==> src/hdl/pdci_consts.svh <==
// Constants of the parallel digital command input block.
// Assumes inclusion by bare name from the package and the modules.
`ifndef PDCI_CONSTS_SVH
`define PDCI_CONSTS_SVH

`define PDCI_CLK_PERIOD_NS     20
`define PDCI_SAMPLE_PERIOD_NS  1000000
`define PDCI_TICK_CYCLES       (`PDCI_SAMPLE_PERIOD_NS / `PDCI_CLK_PERIOD_NS)

`define PDCI_ADDR_CTRL         8'h00
`define PDCI_ADDR_SRC          8'h04
`define PDCI_ADDR_STATUS       8'h08
`define PDCI_ADDR_LIVE         8'h0c
`define PDCI_ADDR_WORD         8'h10

`define PDCI_CTRL_FMT_A        0
`define PDCI_CTRL_FMT_B        1
`define PDCI_CTRL_HOLD_A       2
`define PDCI_CTRL_HOLD_B       3
`define PDCI_CTRL_SPD_SEC      4
`define PDCI_CTRL_MASK         8'h1f
`define PDCI_CTRL_RESET        8'h00
`define PDCI_SRC_RESET         24'h000000

`define PDCI_SPD_CODE_A        4'h6
`define PDCI_SPD_CODE_B        4'h7
`define PDCI_TRQ_CODE_A        4'h2
`define PDCI_TRQ_CODE_B        4'h3

`define PDCI_BCD_W1000         14'h03e8
`define PDCI_BCD_W100          14'h0064
`define PDCI_BCD_W10           14'h000a
`define PDCI_BCD_MAX           14'h1f3f

`define PDCI_RESP_OKAY         2'h0
`define PDCI_RESP_SLVERR       2'h2

`endif

==> src/hdl/pdci_pkg.sv <==
// Types of the parallel digital command input block.
// Assumes the constants header is on the include path.
`include "pdci_consts.svh"

package pdci_pkg;

  typedef struct packed {
    logic [15:0] m1;
    logic [15:0] m2;
    logic [15:0] live;
    logic [15:0] prev;
    logic [15:0] word;
    logic [2:0]  c1;
    logic [2:0]  c2;
    logic        pres;
    logic        slot_b;
  } pdci_card_t;

  typedef struct packed {
    logic [15:0]      tcnt;
    logic             tick;
    logic [1:0]       h1;
    logic [1:0]       h2;
    logic             aw_got;
    logic             w_got;
    logic [7:0]       awaddr;
    logic [31:0]      wdata;
    logic [3:0]       wstrb;
    logic             bvalid;
    logic [1:0]       bresp;
    logic             rvalid;
    logic [1:0]       rresp;
    logic [31:0]      rdata;
    logic [7:0]       ctrl;
    logic [23:0]      src;
    logic [4:0][15:0] val;
    logic [4:0]       vld;
    logic             err;
    logic             sat;
  } pdci_state_t;

endpackage

==> src/hdl/pdci_card.sv <==
// One card's contact capture: synchronise, polarity, two-sample agreement, hold.
// Assumes tick_in is a one-cycle pulse on the same clock.
`timescale 1ns/10ps
`include "pdci_consts.svh"

module pdci_card
  import pdci_pkg::*;
(
  input  wire logic        clk_in,                // System clock
  input  wire logic        reset_in,              // Async reset, high
  input  wire logic [15:0] contact_in,            // Raw contact pins
  input  wire logic        present_in,            // Card fitted pin
  input  wire logic        slot_select_switch_in, // 0 slot A, 1 slot B
  input  wire logic        sink_source_switch_in, // 0 sink, 1 source
  input  wire logic        tick_in,               // Sample tick
  input  wire logic        hold_on_in,            // High allows capture
  output logic             present_out,           // Card fitted
  output logic             slot_b_out,            // Card is slot B
  output logic [15:0]      live_out,              // Live active states
  output logic [15:0]      word_out               // Accepted word
);

  pdci_card_t st;
  pdci_card_t next_st;

  always_comb begin
    next_st = st;
    next_st.m1 = contact_in;
    next_st.m2 = st.m1;
    next_st.c1 = {present_in, slot_select_switch_in, sink_source_switch_in};
    next_st.c2 = st.c1;
    next_st.pres = st.c2[2];
    next_st.slot_b = st.c2[1];
    next_st.live = st.c2[0] ? st.m2 : ~st.m2;
    if (tick_in) begin
      next_st.prev = st.live;
      if (hold_on_in && st.live == st.prev) begin
        next_st.word = st.live;
      end
    end
  end

  always_ff @(posedge clk_in or posedge reset_in) begin
    if (reset_in) begin
      st <= '0;
    end else begin
      st <= next_st;
    end
  end

  assign present_out = st.pres;
  assign slot_b_out  = st.slot_b;
  assign live_out    = st.live;
  assign word_out    = st.word;
endmodule

==> src/hdl/pdci_top.sv <==
// Drive-side command input: two card sockets, slot routing, decode, AXI4-Lite.
// Assumes asynchronous pins on the cards and hold inputs; AXI on SYS_CLK_IN.
`timescale 1ns/10ps
`include "pdci_consts.svh"

module pdci_top
  import pdci_pkg::*;
#(
  parameter int TICK_CYCLES = `PDCI_TICK_CYCLES
) (
  input  wire logic        SYS_CLK_IN,          // 50 MHz clock
  input  wire logic        RESET_IN,            // Async reset, high
  input  wire logic [15:0] CARD0_CONTACT_IN,    // Card 0 contacts
  input  wire logic        CARD0_PRESENT_IN,    // Card 0 fitted
  input  wire logic        CARD0_SLOT_SEL_IN,   // Card 0 slot switch
  input  wire logic        CARD0_SINK_SRC_IN,   // Card 0 polarity switch
  input  wire logic [15:0] CARD1_CONTACT_IN,    // Card 1 contacts
  input  wire logic        CARD1_PRESENT_IN,    // Card 1 fitted
  input  wire logic        CARD1_SLOT_SEL_IN,   // Card 1 slot switch
  input  wire logic        CARD1_SINK_SRC_IN,   // Card 1 polarity switch
  input  wire logic        HOLD_SLOT_A_IN,      // Slot A hold contact
  input  wire logic        HOLD_SLOT_B_IN,      // Slot B hold contact
  input  wire logic        AXI_AWVALID_IN,      // Write address valid
  output logic             AXI_AWREADY_OUT,     // Write address ready
  input  wire logic [7:0]  AXI_AWADDR_IN,       // Write address
  input  wire logic        AXI_WVALID_IN,       // Write data valid
  output logic             AXI_WREADY_OUT,      // Write data ready
  input  wire logic [31:0] AXI_WDATA_IN,        // Write data
  input  wire logic [3:0]  AXI_WSTRB_IN,        // Write strobes
  output logic             AXI_BVALID_OUT,      // Write response valid
  input  wire logic        AXI_BREADY_IN,       // Write response ready
  output logic [1:0]       AXI_BRESP_OUT,       // Write response
  input  wire logic        AXI_ARVALID_IN,      // Read address valid
  output logic             AXI_ARREADY_OUT,     // Read address ready
  input  wire logic [7:0]  AXI_ARADDR_IN,       // Read address
  output logic             AXI_RVALID_OUT,      // Read data valid
  input  wire logic        AXI_RREADY_IN,       // Read data ready
  output logic [31:0]      AXI_RDATA_OUT,       // Read data
  output logic [1:0]       AXI_RRESP_OUT,       // Read response
  output logic [15:0]      SPEED_VALUE_OUT,     // Speed setting
  output logic             SPEED_VALID_OUT,     // Speed setting in use
  output logic [15:0]      TORQUE_CMD_OUT,      // Torque command
  output logic             TORQUE_CMD_VALID_OUT, // Torque command in use
  output logic [15:0]      TORQUE_CUR_OUT,      // Torque current command
  output logic             TORQUE_CUR_VALID_OUT, // Torque current in use
  output logic [15:0]      TORQUE_LIM1_OUT,     // Torque limit one
  output logic             TORQUE_LIM1_VALID_OUT, // Limit one in use
  output logic [15:0]      TORQUE_LIM2_OUT,     // Torque limit two
  output logic             TORQUE_LIM2_VALID_OUT, // Limit two in use
  output logic             SPEED_AS_TORQUE_OUT, // Speed word taken as torque
  output logic             PROCEDURE_ERROR_OUT  // Both cards on one slot
);

  pdci_state_t st;
  pdci_state_t next_st;

  logic        c0_pres;
  logic        c0_b;
  logic        c1_pres;
  logic        c1_b;
  logic [15:0] live0;
  logic [15:0] live1;
  logic [15:0] w0;
  logic [15:0] w1;
  logic        hold0;
  logic        hold1;
  logic        a_from0;
  logic        b_from0;
  logic        pres_a;
  logic        pres_b;
  logic        conflict;
  logic [15:0] word_a;
  logic [15:0] word_b;
  logic [15:0] dec_a;
  logic [15:0] dec_b;
  logic [3:0]  spd_code;
  logic [4:0]  sel_a;
  logic [4:0]  sel_b;
  logic        awready;
  logic        wready;
  logic        arready;

  // Per-card capture; hold follows the slot the card claims
  pdci_card u_card0 (
    .clk_in                (SYS_CLK_IN),
    .reset_in              (RESET_IN),
    .contact_in            (CARD0_CONTACT_IN),
    .present_in            (CARD0_PRESENT_IN),
    .slot_select_switch_in (CARD0_SLOT_SEL_IN),
    .sink_source_switch_in (CARD0_SINK_SRC_IN),
    .tick_in               (st.tick),
    .hold_on_in            (hold0),
    .present_out           (c0_pres),
    .slot_b_out            (c0_b),
    .live_out              (live0),
    .word_out              (w0)
  );

  pdci_card u_card1 (
    .clk_in                (SYS_CLK_IN),
    .reset_in              (RESET_IN),
    .contact_in            (CARD1_CONTACT_IN),
    .present_in            (CARD1_PRESENT_IN),
    .slot_select_switch_in (CARD1_SLOT_SEL_IN),
    .sink_source_switch_in (CARD1_SINK_SRC_IN),
    .tick_in               (st.tick),
    .hold_on_in            (hold1),
    .present_out           (c1_pres),
    .slot_b_out            (c1_b),
    .live_out              (live1),
    .word_out              (w1)
  );

  function automatic logic [15:0] decode(input logic [15:0] w, input logic bcd);
    logic [13:0] m;
    m = 14'(w[14:12]) * `PDCI_BCD_W1000 + 14'(w[11:8]) * `PDCI_BCD_W100
      + 14'(w[7:4]) * `PDCI_BCD_W10 + 14'(w[3:0]);
    if (m > `PDCI_BCD_MAX) begin
      m = `PDCI_BCD_MAX;
    end
    if (!bcd) begin
      decode = w;
    end else if (w[15]) begin
      decode = 16'h0000 - {2'h0, m};
    end else begin
      decode = {2'h0, m};
    end
  endfunction

  assign hold0 = c0_b ? (!st.ctrl[`PDCI_CTRL_HOLD_B] || st.h2[1])
                      : (!st.ctrl[`PDCI_CTRL_HOLD_A] || st.h2[0]);
  assign hold1 = c1_b ? (!st.ctrl[`PDCI_CTRL_HOLD_B] || st.h2[1])
                      : (!st.ctrl[`PDCI_CTRL_HOLD_A] || st.h2[0]);
  assign a_from0  = c0_pres && !c0_b;
  assign b_from0  = c0_pres && c0_b;
  assign pres_a   = a_from0 || (c1_pres && !c1_b);
  assign pres_b   = b_from0 || (c1_pres && c1_b);
  assign conflict = c0_pres && c1_pres && (c0_b == c1_b);
  assign word_a   = a_from0 ? w0 : w1;
  assign word_b   = b_from0 ? w0 : w1;
  assign dec_a    = decode(word_a, st.ctrl[`PDCI_CTRL_FMT_A]);
  assign dec_b    = decode(word_b, st.ctrl[`PDCI_CTRL_FMT_B]);
  assign spd_code = st.ctrl[`PDCI_CTRL_SPD_SEC] ? st.src[7:4] : st.src[3:0];

  // Use 0 speed, 1 torque, 2 torque current, 3 limit one, 4 limit two
  generate
    for (genvar i = 0; i < 5; i++) begin : g_use
      if (i == 0) begin : g_spd
        assign sel_a[i] = spd_code == `PDCI_SPD_CODE_A;
        assign sel_b[i] = spd_code == `PDCI_SPD_CODE_B;
      end else begin : g_trq
        assign sel_a[i] = st.src[4*i+4 +: 4] == `PDCI_TRQ_CODE_A;
        assign sel_b[i] = st.src[4*i+4 +: 4] == `PDCI_TRQ_CODE_B;
      end
    end
  endgenerate

  assign awready = !st.aw_got && !st.bvalid;
  assign wready  = !st.w_got && !st.bvalid;
  assign arready = !st.rvalid;

  always_comb begin
    logic [31:0] rd;
    logic [1:0]  rr;
    logic        ua;
    logic        ub;
    rd = 32'h00000000;
    rr = `PDCI_RESP_OKAY;
    ua = 1'b0;
    ub = 1'b0;
    next_st = st;
    // Sample tick
    if (st.tcnt == 16'(TICK_CYCLES - 1)) begin
      next_st.tcnt = 16'h0000;
      next_st.tick = 1'b1;
    end else begin
      next_st.tcnt = st.tcnt + 16'h0001;
      next_st.tick = 1'b0;
    end
    next_st.h1 = {HOLD_SLOT_B_IN, HOLD_SLOT_A_IN};
    next_st.h2 = st.h1;
    // Routing of the decoded words
    for (int i = 0; i < 5; i++) begin
      ua = sel_a[i] && pres_a;
      ub = sel_b[i] && pres_b;
      next_st.val[i] = ub ? dec_b : (ua ? dec_a : 16'h0000);
      next_st.vld[i] = (ua || ub) && !conflict;
    end
    next_st.sat = (sel_a[0] && sel_a[1] && pres_a) || (sel_b[0] && sel_b[1] && pres_b);
    if (next_st.sat) begin
      next_st.vld[0] = 1'b0;
    end
    next_st.err = conflict;
    // Write channel
    if (AXI_AWVALID_IN && awready) begin
      next_st.aw_got = 1'b1;
      next_st.awaddr = AXI_AWADDR_IN;
    end
    if (AXI_WVALID_IN && wready) begin
      next_st.w_got = 1'b1;
      next_st.wdata = AXI_WDATA_IN;
      next_st.wstrb = AXI_WSTRB_IN;
    end
    if (st.bvalid && AXI_BREADY_IN) begin
      next_st.bvalid = 1'b0;
    end
    if (st.aw_got && st.w_got) begin
      next_st.aw_got = 1'b0;
      next_st.w_got  = 1'b0;
      next_st.bvalid = 1'b1;
      next_st.bresp  = `PDCI_RESP_OKAY;
      unique case (st.awaddr)
        `PDCI_ADDR_CTRL: begin
          if (st.wstrb[0]) begin
            next_st.ctrl = st.wdata[7:0] & `PDCI_CTRL_MASK;
          end
        end
        `PDCI_ADDR_SRC: begin
          for (int b = 0; b < 3; b++) begin
            if (st.wstrb[b]) begin
              next_st.src[8*b +: 8] = st.wdata[8*b +: 8];
            end
          end
        end
        `PDCI_ADDR_STATUS, `PDCI_ADDR_LIVE, `PDCI_ADDR_WORD: begin
        end
        default: begin
          next_st.bresp = `PDCI_RESP_SLVERR;
        end
      endcase
    end
    // Read channel
    unique case (AXI_ARADDR_IN)
      `PDCI_ADDR_CTRL:   rd = {24'h000000, st.ctrl};
      `PDCI_ADDR_SRC:    rd = {8'h00, st.src};
      `PDCI_ADDR_STATUS: rd = {28'h0000000, st.sat, pres_b, pres_a, st.err};
      `PDCI_ADDR_LIVE:   rd = {live1, live0};
      `PDCI_ADDR_WORD:   rd = {word_b, word_a};
      default:           rr = `PDCI_RESP_SLVERR;
    endcase
    if (st.rvalid && AXI_RREADY_IN) begin
      next_st.rvalid = 1'b0;
    end
    if (AXI_ARVALID_IN && arready) begin
      next_st.rvalid = 1'b1;
      next_st.rdata  = rd;
      next_st.rresp  = rr;
    end
  end

  always_ff @(posedge SYS_CLK_IN or posedge RESET_IN) begin
    if (RESET_IN) begin
      st      <= '0;
      st.ctrl <= `PDCI_CTRL_RESET;
      st.src  <= `PDCI_SRC_RESET;
    end else begin
      st <= next_st;
    end
  end

  assign AXI_AWREADY_OUT       = awready;
  assign AXI_WREADY_OUT        = wready;
  assign AXI_BVALID_OUT        = st.bvalid;
  assign AXI_BRESP_OUT         = st.bresp;
  assign AXI_ARREADY_OUT       = arready;
  assign AXI_RVALID_OUT        = st.rvalid;
  assign AXI_RDATA_OUT         = st.rdata;
  assign AXI_RRESP_OUT         = st.rresp;
  assign SPEED_VALUE_OUT       = st.val[0];
  assign SPEED_VALID_OUT       = st.vld[0];
  assign TORQUE_CMD_OUT        = st.val[1];
  assign TORQUE_CMD_VALID_OUT  = st.vld[1];
  assign TORQUE_CUR_OUT        = st.val[2];
  assign TORQUE_CUR_VALID_OUT  = st.vld[2];
  assign TORQUE_LIM1_OUT       = st.val[3];
  assign TORQUE_LIM1_VALID_OUT = st.vld[3];
  assign TORQUE_LIM2_OUT       = st.val[4];
  assign TORQUE_LIM2_VALID_OUT = st.vld[4];
  assign SPEED_AS_TORQUE_OUT   = st.sat;
  assign PROCEDURE_ERROR_OUT   = st.err;
endmodule

==> config.mk <==
export PLATFORM = sky130hd
export DESIGN_NAME = pdci_top
export DESIGN_NICKNAME = d
export VERILOG_FILES = /design/src/hdl/pdci_pkg.sv /design/src/hdl/pdci_card.sv /design/src/hdl/pdci_top.sv
export VERILOG_INCLUDE_DIRS = /design/src /design/src/hdl
export SDC_FILE = /design/constraint.sdc
export NUM_CORES = 1
export LEC_CHECK = 0
export BUFFER_PORTS_ARGS = -buffer_cell sky130_fd_sc_hd__buf_4
export CORE_ASPECT_RATIO = 0.8
export CORE_UTILIZATION = 55
export CTS_BUF_LIST = sky130_fd_sc_hd__clkbuf_4
export DETAILED_ROUTE_END_ITERATION = 6
export GPL_TIMING_DRIVEN = 0
export PLACE_DENSITY = 0.79
export REMOVE_ABC_BUFFERS = 1
export SETUP_SLACK_MARGIN = 0.4
export SYNTH_ARGS = -nofsm -noshare
export SYNTH_HDL_FRONTEND = slang
export SYNTH_SLANG_ARGS = --single-unit
==> constraint.sdc <==
create_clock -name SYS_CLK_IN -period 12.5 [get_ports SYS_CLK_IN]
set_input_delay 2.5 -clock SYS_CLK_IN [delete_from_list [all_inputs] [get_ports SYS_CLK_IN]]
set_output_delay 2.5 -clock SYS_CLK_IN [all_outputs]
set_load 0.02 [all_outputs]
## Yosys cells after proc, flatten, opt, wreduce, memory -nomap -nowiden

Cells that the tools add are included.

- $lt $le $gt $ge: 2
- $add $sub $neg: 9
- $mul: 6
- Bitwise logic cells: 2
- Eq/ne operators: 22
- Reduce and logical (&&, ||, !) cells: 68
- Multiplexer cells: 35

Operators with widths:

| kind | number |
|---|---|
| $mux 16 | 18 |
| $pmux 32 s5 | 1 |
| $logic_and 1x1->1 | 35 |
| $mux 35 | 1 |
| $eq 16x16->1 | 2 |
| $eq 4x2->1 const B | 8 |
| $eq 8x4->1 const B | 4 |
| $not 16->16 | 2 |
| $sub 1x14->15 const A | 2 |
| $add 13x11->14 | 2 |
| $add 14x4->14 | 2 |
| $add 14x8->14 | 2 |
| $gt 14x13->1 const B | 2 |
| $mux 14 | 2 |
| $mul 3x7->10 const B | 2 |
| $mul 4x5->9 const B | 2 |
| $mux 17 | 1 |
| $add 16x1->16 const B | 1 |
| $eq 16x16->1 const B | 1 |
| $eq 8x3->1 const B | 2 |
| $eq 8x5->1 const B | 2 |
| $logic_not 8->1 | 2 |
| $mul 4x3->7 const B | 2 |
| $reduce_and 3->1 | 4 |
| other kinds (11) | 42 |

- Word-level logic and storage cells: 188
- Input bits: 99
- Register bits after elaboration: 388
- Output and inout port bits: 128

## Depth between registers and ports, before layout

- Word-level depth: 14
- Gate-level depth with buffers: 29

## By module

Synthesis repeated with hierarchy kept, for this count alone.

- Cells, all modules: 1754
- Area, all modules: 20046.7 um2

Modules (own cells, without submodules):

| module | area each (um2) | sequential area each (um2) | instances | cells each |
|---|---|---|---|---|
| pdci_top | 13715.7 | 5255.0 | 1 | 1362 |
| pdci_card | 3165.5 | 2202.1 | 2 | 196 |

## Least setup slack after synthesis

Ideal clock, no wire load.

- Path kind: register to register
- From: register u_card0.st (netlist bit u_card0.slot_b_out)
- To: register st (netlist bit TORQUE_CMD_OUT[12])
- Library setup time: 0.141 ns
- Data required time: 12.359 ns
- Arrival: 7.227 ns
- Stages on the path, launching flop included: 30
- Slack: 5.132 ns
- Clock period less this slack: 7.368 ns
- Cell sequence: dfrtp_1 nand2_1 buf_2 buf_1 mux2i_1 inv_1 fa_1 inv_1 fa_1 inv_1 fa_1 inv_1 ha_1 ha_1 ha_1 buf_6 and3_1 a221oi_2 xnor2_1 o211ai_4 o41ai_4 nor2_1 ha_1 nor3b_1 nand2_1 nor4_2 and4_1 a31o_2 a31oi_1 o22ai_1

RTL lines:

| what | line | source |
|---|---|---|
| start, declared | pdci_card.sv:23 | `pdci_card_t st;` |
| start signal, assigned | pdci_card.sv:47 | `st <= next_st;` |
| end signal, assigned | pdci_top.sv:257 | `st <= next_st;` |
| end, declared | pdci_top.sv:54 | `pdci_state_t st;` |

==> impl_metrics.ini <==
[floorplan]
dieHeight_um = 172
die_area_mm2 = 0.0367
die-width_um = 214
row_count = 61
core_area_mm2 = 0.0350
io_pins = 227
start_util = 0.564

[grt]
antenna_found_initial = 2
grt_pass1_vias = 13500
grt.overflow.total = 0
track_usage = 0.261
grt_pass1_wl_mm = 72.8
grt_max_degree = 136

[yosys]
ys_ff_latch = 386
synth_top_family_by_area = compound AO/OA/AOI/OAI gates
syn_area_per_cell_um2 = 11.9
synth_compound_area_frac = 0.130
yosys.cell_types.count = 90
postSynthCellCount = 1659
synthXorXnorAreaFrac = 0.0481
synth_area_mm2 = 0.0198
synth-edff-count = 0
synth-simple-area-share = 0.0711
yosysSeqAreaShare = 0.489
ys.flop_type = dfrtp_1
synth.area.mux_share = 0.106
ys_warn_count = 0
synthAdderAreaFrac = 0.0859
synth-async-reset-ratio = 1.00

[power]
clkPwrFrac = 0.372
seqPwrFrac = 0.528
swShare = 0.267
ir_worst_vdd_uv = 114
power.leakage_nw = 11.1
power_density_mw_per_mm2 = 124
p_switching_mw = 0.731
intPower_mw = 2.01
share_comb_of_total_power = 0.100

[timing]
min_period_ps = 9320
hold_viol = 0
setup_violations = 0
relSlewSlack = 0.164
worst_pin_slew_ps = 1250
skew_ps = 45.4
max_freq_mhz = 107
drv_slew = 0
period_share = 0.746
rsz0062_at_grt = no

[setup_path]
crit_type = register to register
r2r_cells = 26
required_ps = 13100
arrival_ps = 9920
start_kind = register
endpoint_kind = register
path_max_fanout = 20

[clocking]
cts_tree = yes
cts_htree_levels = 3
cts_resized = 0
cts-root-buf = clkbuf_4
post_cts_buffers = 0
cts_max_path_buffers = 3
cts_hold_buf = 0
cts_num_sinks = 386
cts_made_buffers = 92
insertion_delay_ps = 810
clk_pin_slew_worst_paths_ps = 70

[drt]
vias = 13600
wl_per_cell_um = 20.0
ant_nets = 0
drc_errors = 0
viasPerCell = 5.80
totalWireLength_mm = 46.7
drtIter0Drc = 1085
drt_first_pass_iters = 5

[finish]
layout_commonest_cell = dfrtp_1
drive_above_1_share = 0.297
syn_to_final_growth_pct = 12.0
final_util = 0.632
final_nets = 2013
stdcell_area_mm2 = 0.0221
n_fill_cell = 2674
final_cell_mix = 385 x dfrtp_1, 215 x buf_4, 137 x mux2_2

[min_path]
min_path_cells = 0
hold_path.class = register to register

[placed_design]
dpl_cell_area_mm2 = 0.0209
gp_congestion = 0.887
io_buffer_count = 215
dp_hpwl_mm = 33.9

[flow_run]
maxCapViolCount = 0

[status]
status = completed
[sequential cells by signal, indices dropped and copies added, names as in the netlist, 2 cells and up]
register / flops
AXI_RDATA_OUT: 32
SPEED_VALUE_OUT: 16
TORQUE_CMD_OUT: 16
TORQUE_CUR_OUT: 16
TORQUE_LIM1_OUT: 16
TORQUE_LIM2_OUT: 16
next_st: 2
st: 85
u_card0.live_out: 16
u_card0.next_st: 21
u_card0.st: 33
u_card0.word_out: 16
u_card1.live_out: 16
u_card1.next_st: 21
u_card1.st: 33
u_card1.word_out: 16
[worst max-delay path, stage by stage (launching register included)]
cell	delay, ps
dfrtp_1	520
nand2_1	710
mux2i_1	820
inv_1	350
fa_1	640
inv_1	110
fa_1	460
inv_1	90
fa_1	400
inv_1	70
ha_1	230
ha_1	310
ha_1	450
and3_1	250
a221oi_2	390
a21oi_1	170
xnor2_2	500
o41ai_4	240
nor2_1	200
ha_1	180
nor3b_1	390
nand2_1	230
nor4_2	420
or4_1	190
a31oi_1	80
a31oi_1	500
o22ai_1	190
[power groups by stage]
stage,clock (mW),sequential (mW),combinational (mW)
6_report,1.02,1.45,0.274
5_1_grt,1.11,1.46,0.298
2_1_floorplan,0,1.43,0.189
4_1_cts,1.04,1.45,0.278
3_5_place_dp,0,1.47,0.277
3_3_place_gp,0,1.46,0.263
[metal layers]
metal  global-route usage  vias up  wire, µm
met5                    0        -         0
met4                0.112        0      1620
met3               0.0553      116      3080
met2                0.412      560     22100
met1                0.350     6742     19900
li1                     -     6146         -
[through the flow]
stage,instances,worst slack [ps],setup TNS (ps),hold slack [ps],total power [mW]
2_1_floorplan,1481,-727,-280810,331,1.62
3_3_place_gp,2168,-4030,-1521600,334,1.73
3_5_place_dp,2172,3410,0,336,1.75
4_1_cts,2335,3280,0,348,2.76
5_1_grt,2338,2590,0,346,2.87
6_report,2338,3180,0,345,2.74
[kinds of logic (layout without fill, tap and decap cells)]
kind of cell    count (synthesis)  count (layout)
flops                         386             386
compound gates                330             330
simple gates                  278             278
buf+inv                       247             450
mux                           192             192
fa+ha+maj                     120             120
xor+xnor                      105             105
other cells                     1               5
[final timing paths]
check	startpoint	endpoint	slack, ps
min reg2reg	u_card0.next_st[65]$_DFF_PP0_	u_card0.st[65]$_DFF_PP0_	340
min	u_card0.next_st[65]$_DFF_PP0_	u_card0.st[65]$_DFF_PP0_	340
max in group asynchronous	RESET_IN	SPEED_VALUE_OUT[10]$_DFF_PP0_	9210
min in group asynchronous	RESET_IN	u_card1.next_st[2]$_DFF_PP0_	1740
max reg2reg	u_card0.slot_b_out$_DFF_PP0_	TORQUE_LIM1_OUT[12]$_DFF_PP0_	3180
max	u_card0.slot_b_out$_DFF_PP0_	TORQUE_LIM1_OUT[12]$_DFF_PP0_	3180
[area by class of cell]
cell class	instances	area [µm²]	area share
Clock inverter	35	211	0.00955
Multi-Input combinational cell	1027	8730	0.394
Antenna cell	3	7.51	0.000339
Sequential cell	386	9660	0.436
Timing Repair Buffer	219	1710	0.0773
Tap cell	472	591	0.0267
Inverter	68	263	0.0119
Clock buffer	128	961	0.0434
[Yosys cell counts (all sizes together) (9+ instances only)]
cell / count / area (µm²)
a21o: 17 / 128
a21oi: 40 / 211
a22o: 32 / 280
a31oi: 15 / 130
and3: 13 / 81.3
buf: 127 / 935
clkbuf: 52 / 195
dfrtp: 386 / 9660
fa: 26 / 521
ha: 94 / 1180
inv: 68 / 255
mux2: 137 / 1540
mux2i: 55 / 551
nand2: 76 / 288
nand3: 11 / 55.1
nand4: 14 / 87.6
nor2: 78 / 295
nor2b: 9 / 56.3
nor3: 14 / 70.1
nor3b: 9 / 67.6
nor4: 13 / 87.6
o21ai: 49 / 260
o22ai: 92 / 582
o32ai: 12 / 143
or3: 9 / 56.3
xnor2: 70 / 628
xor2: 35 / 322
(Power assumes the default switching activity.)
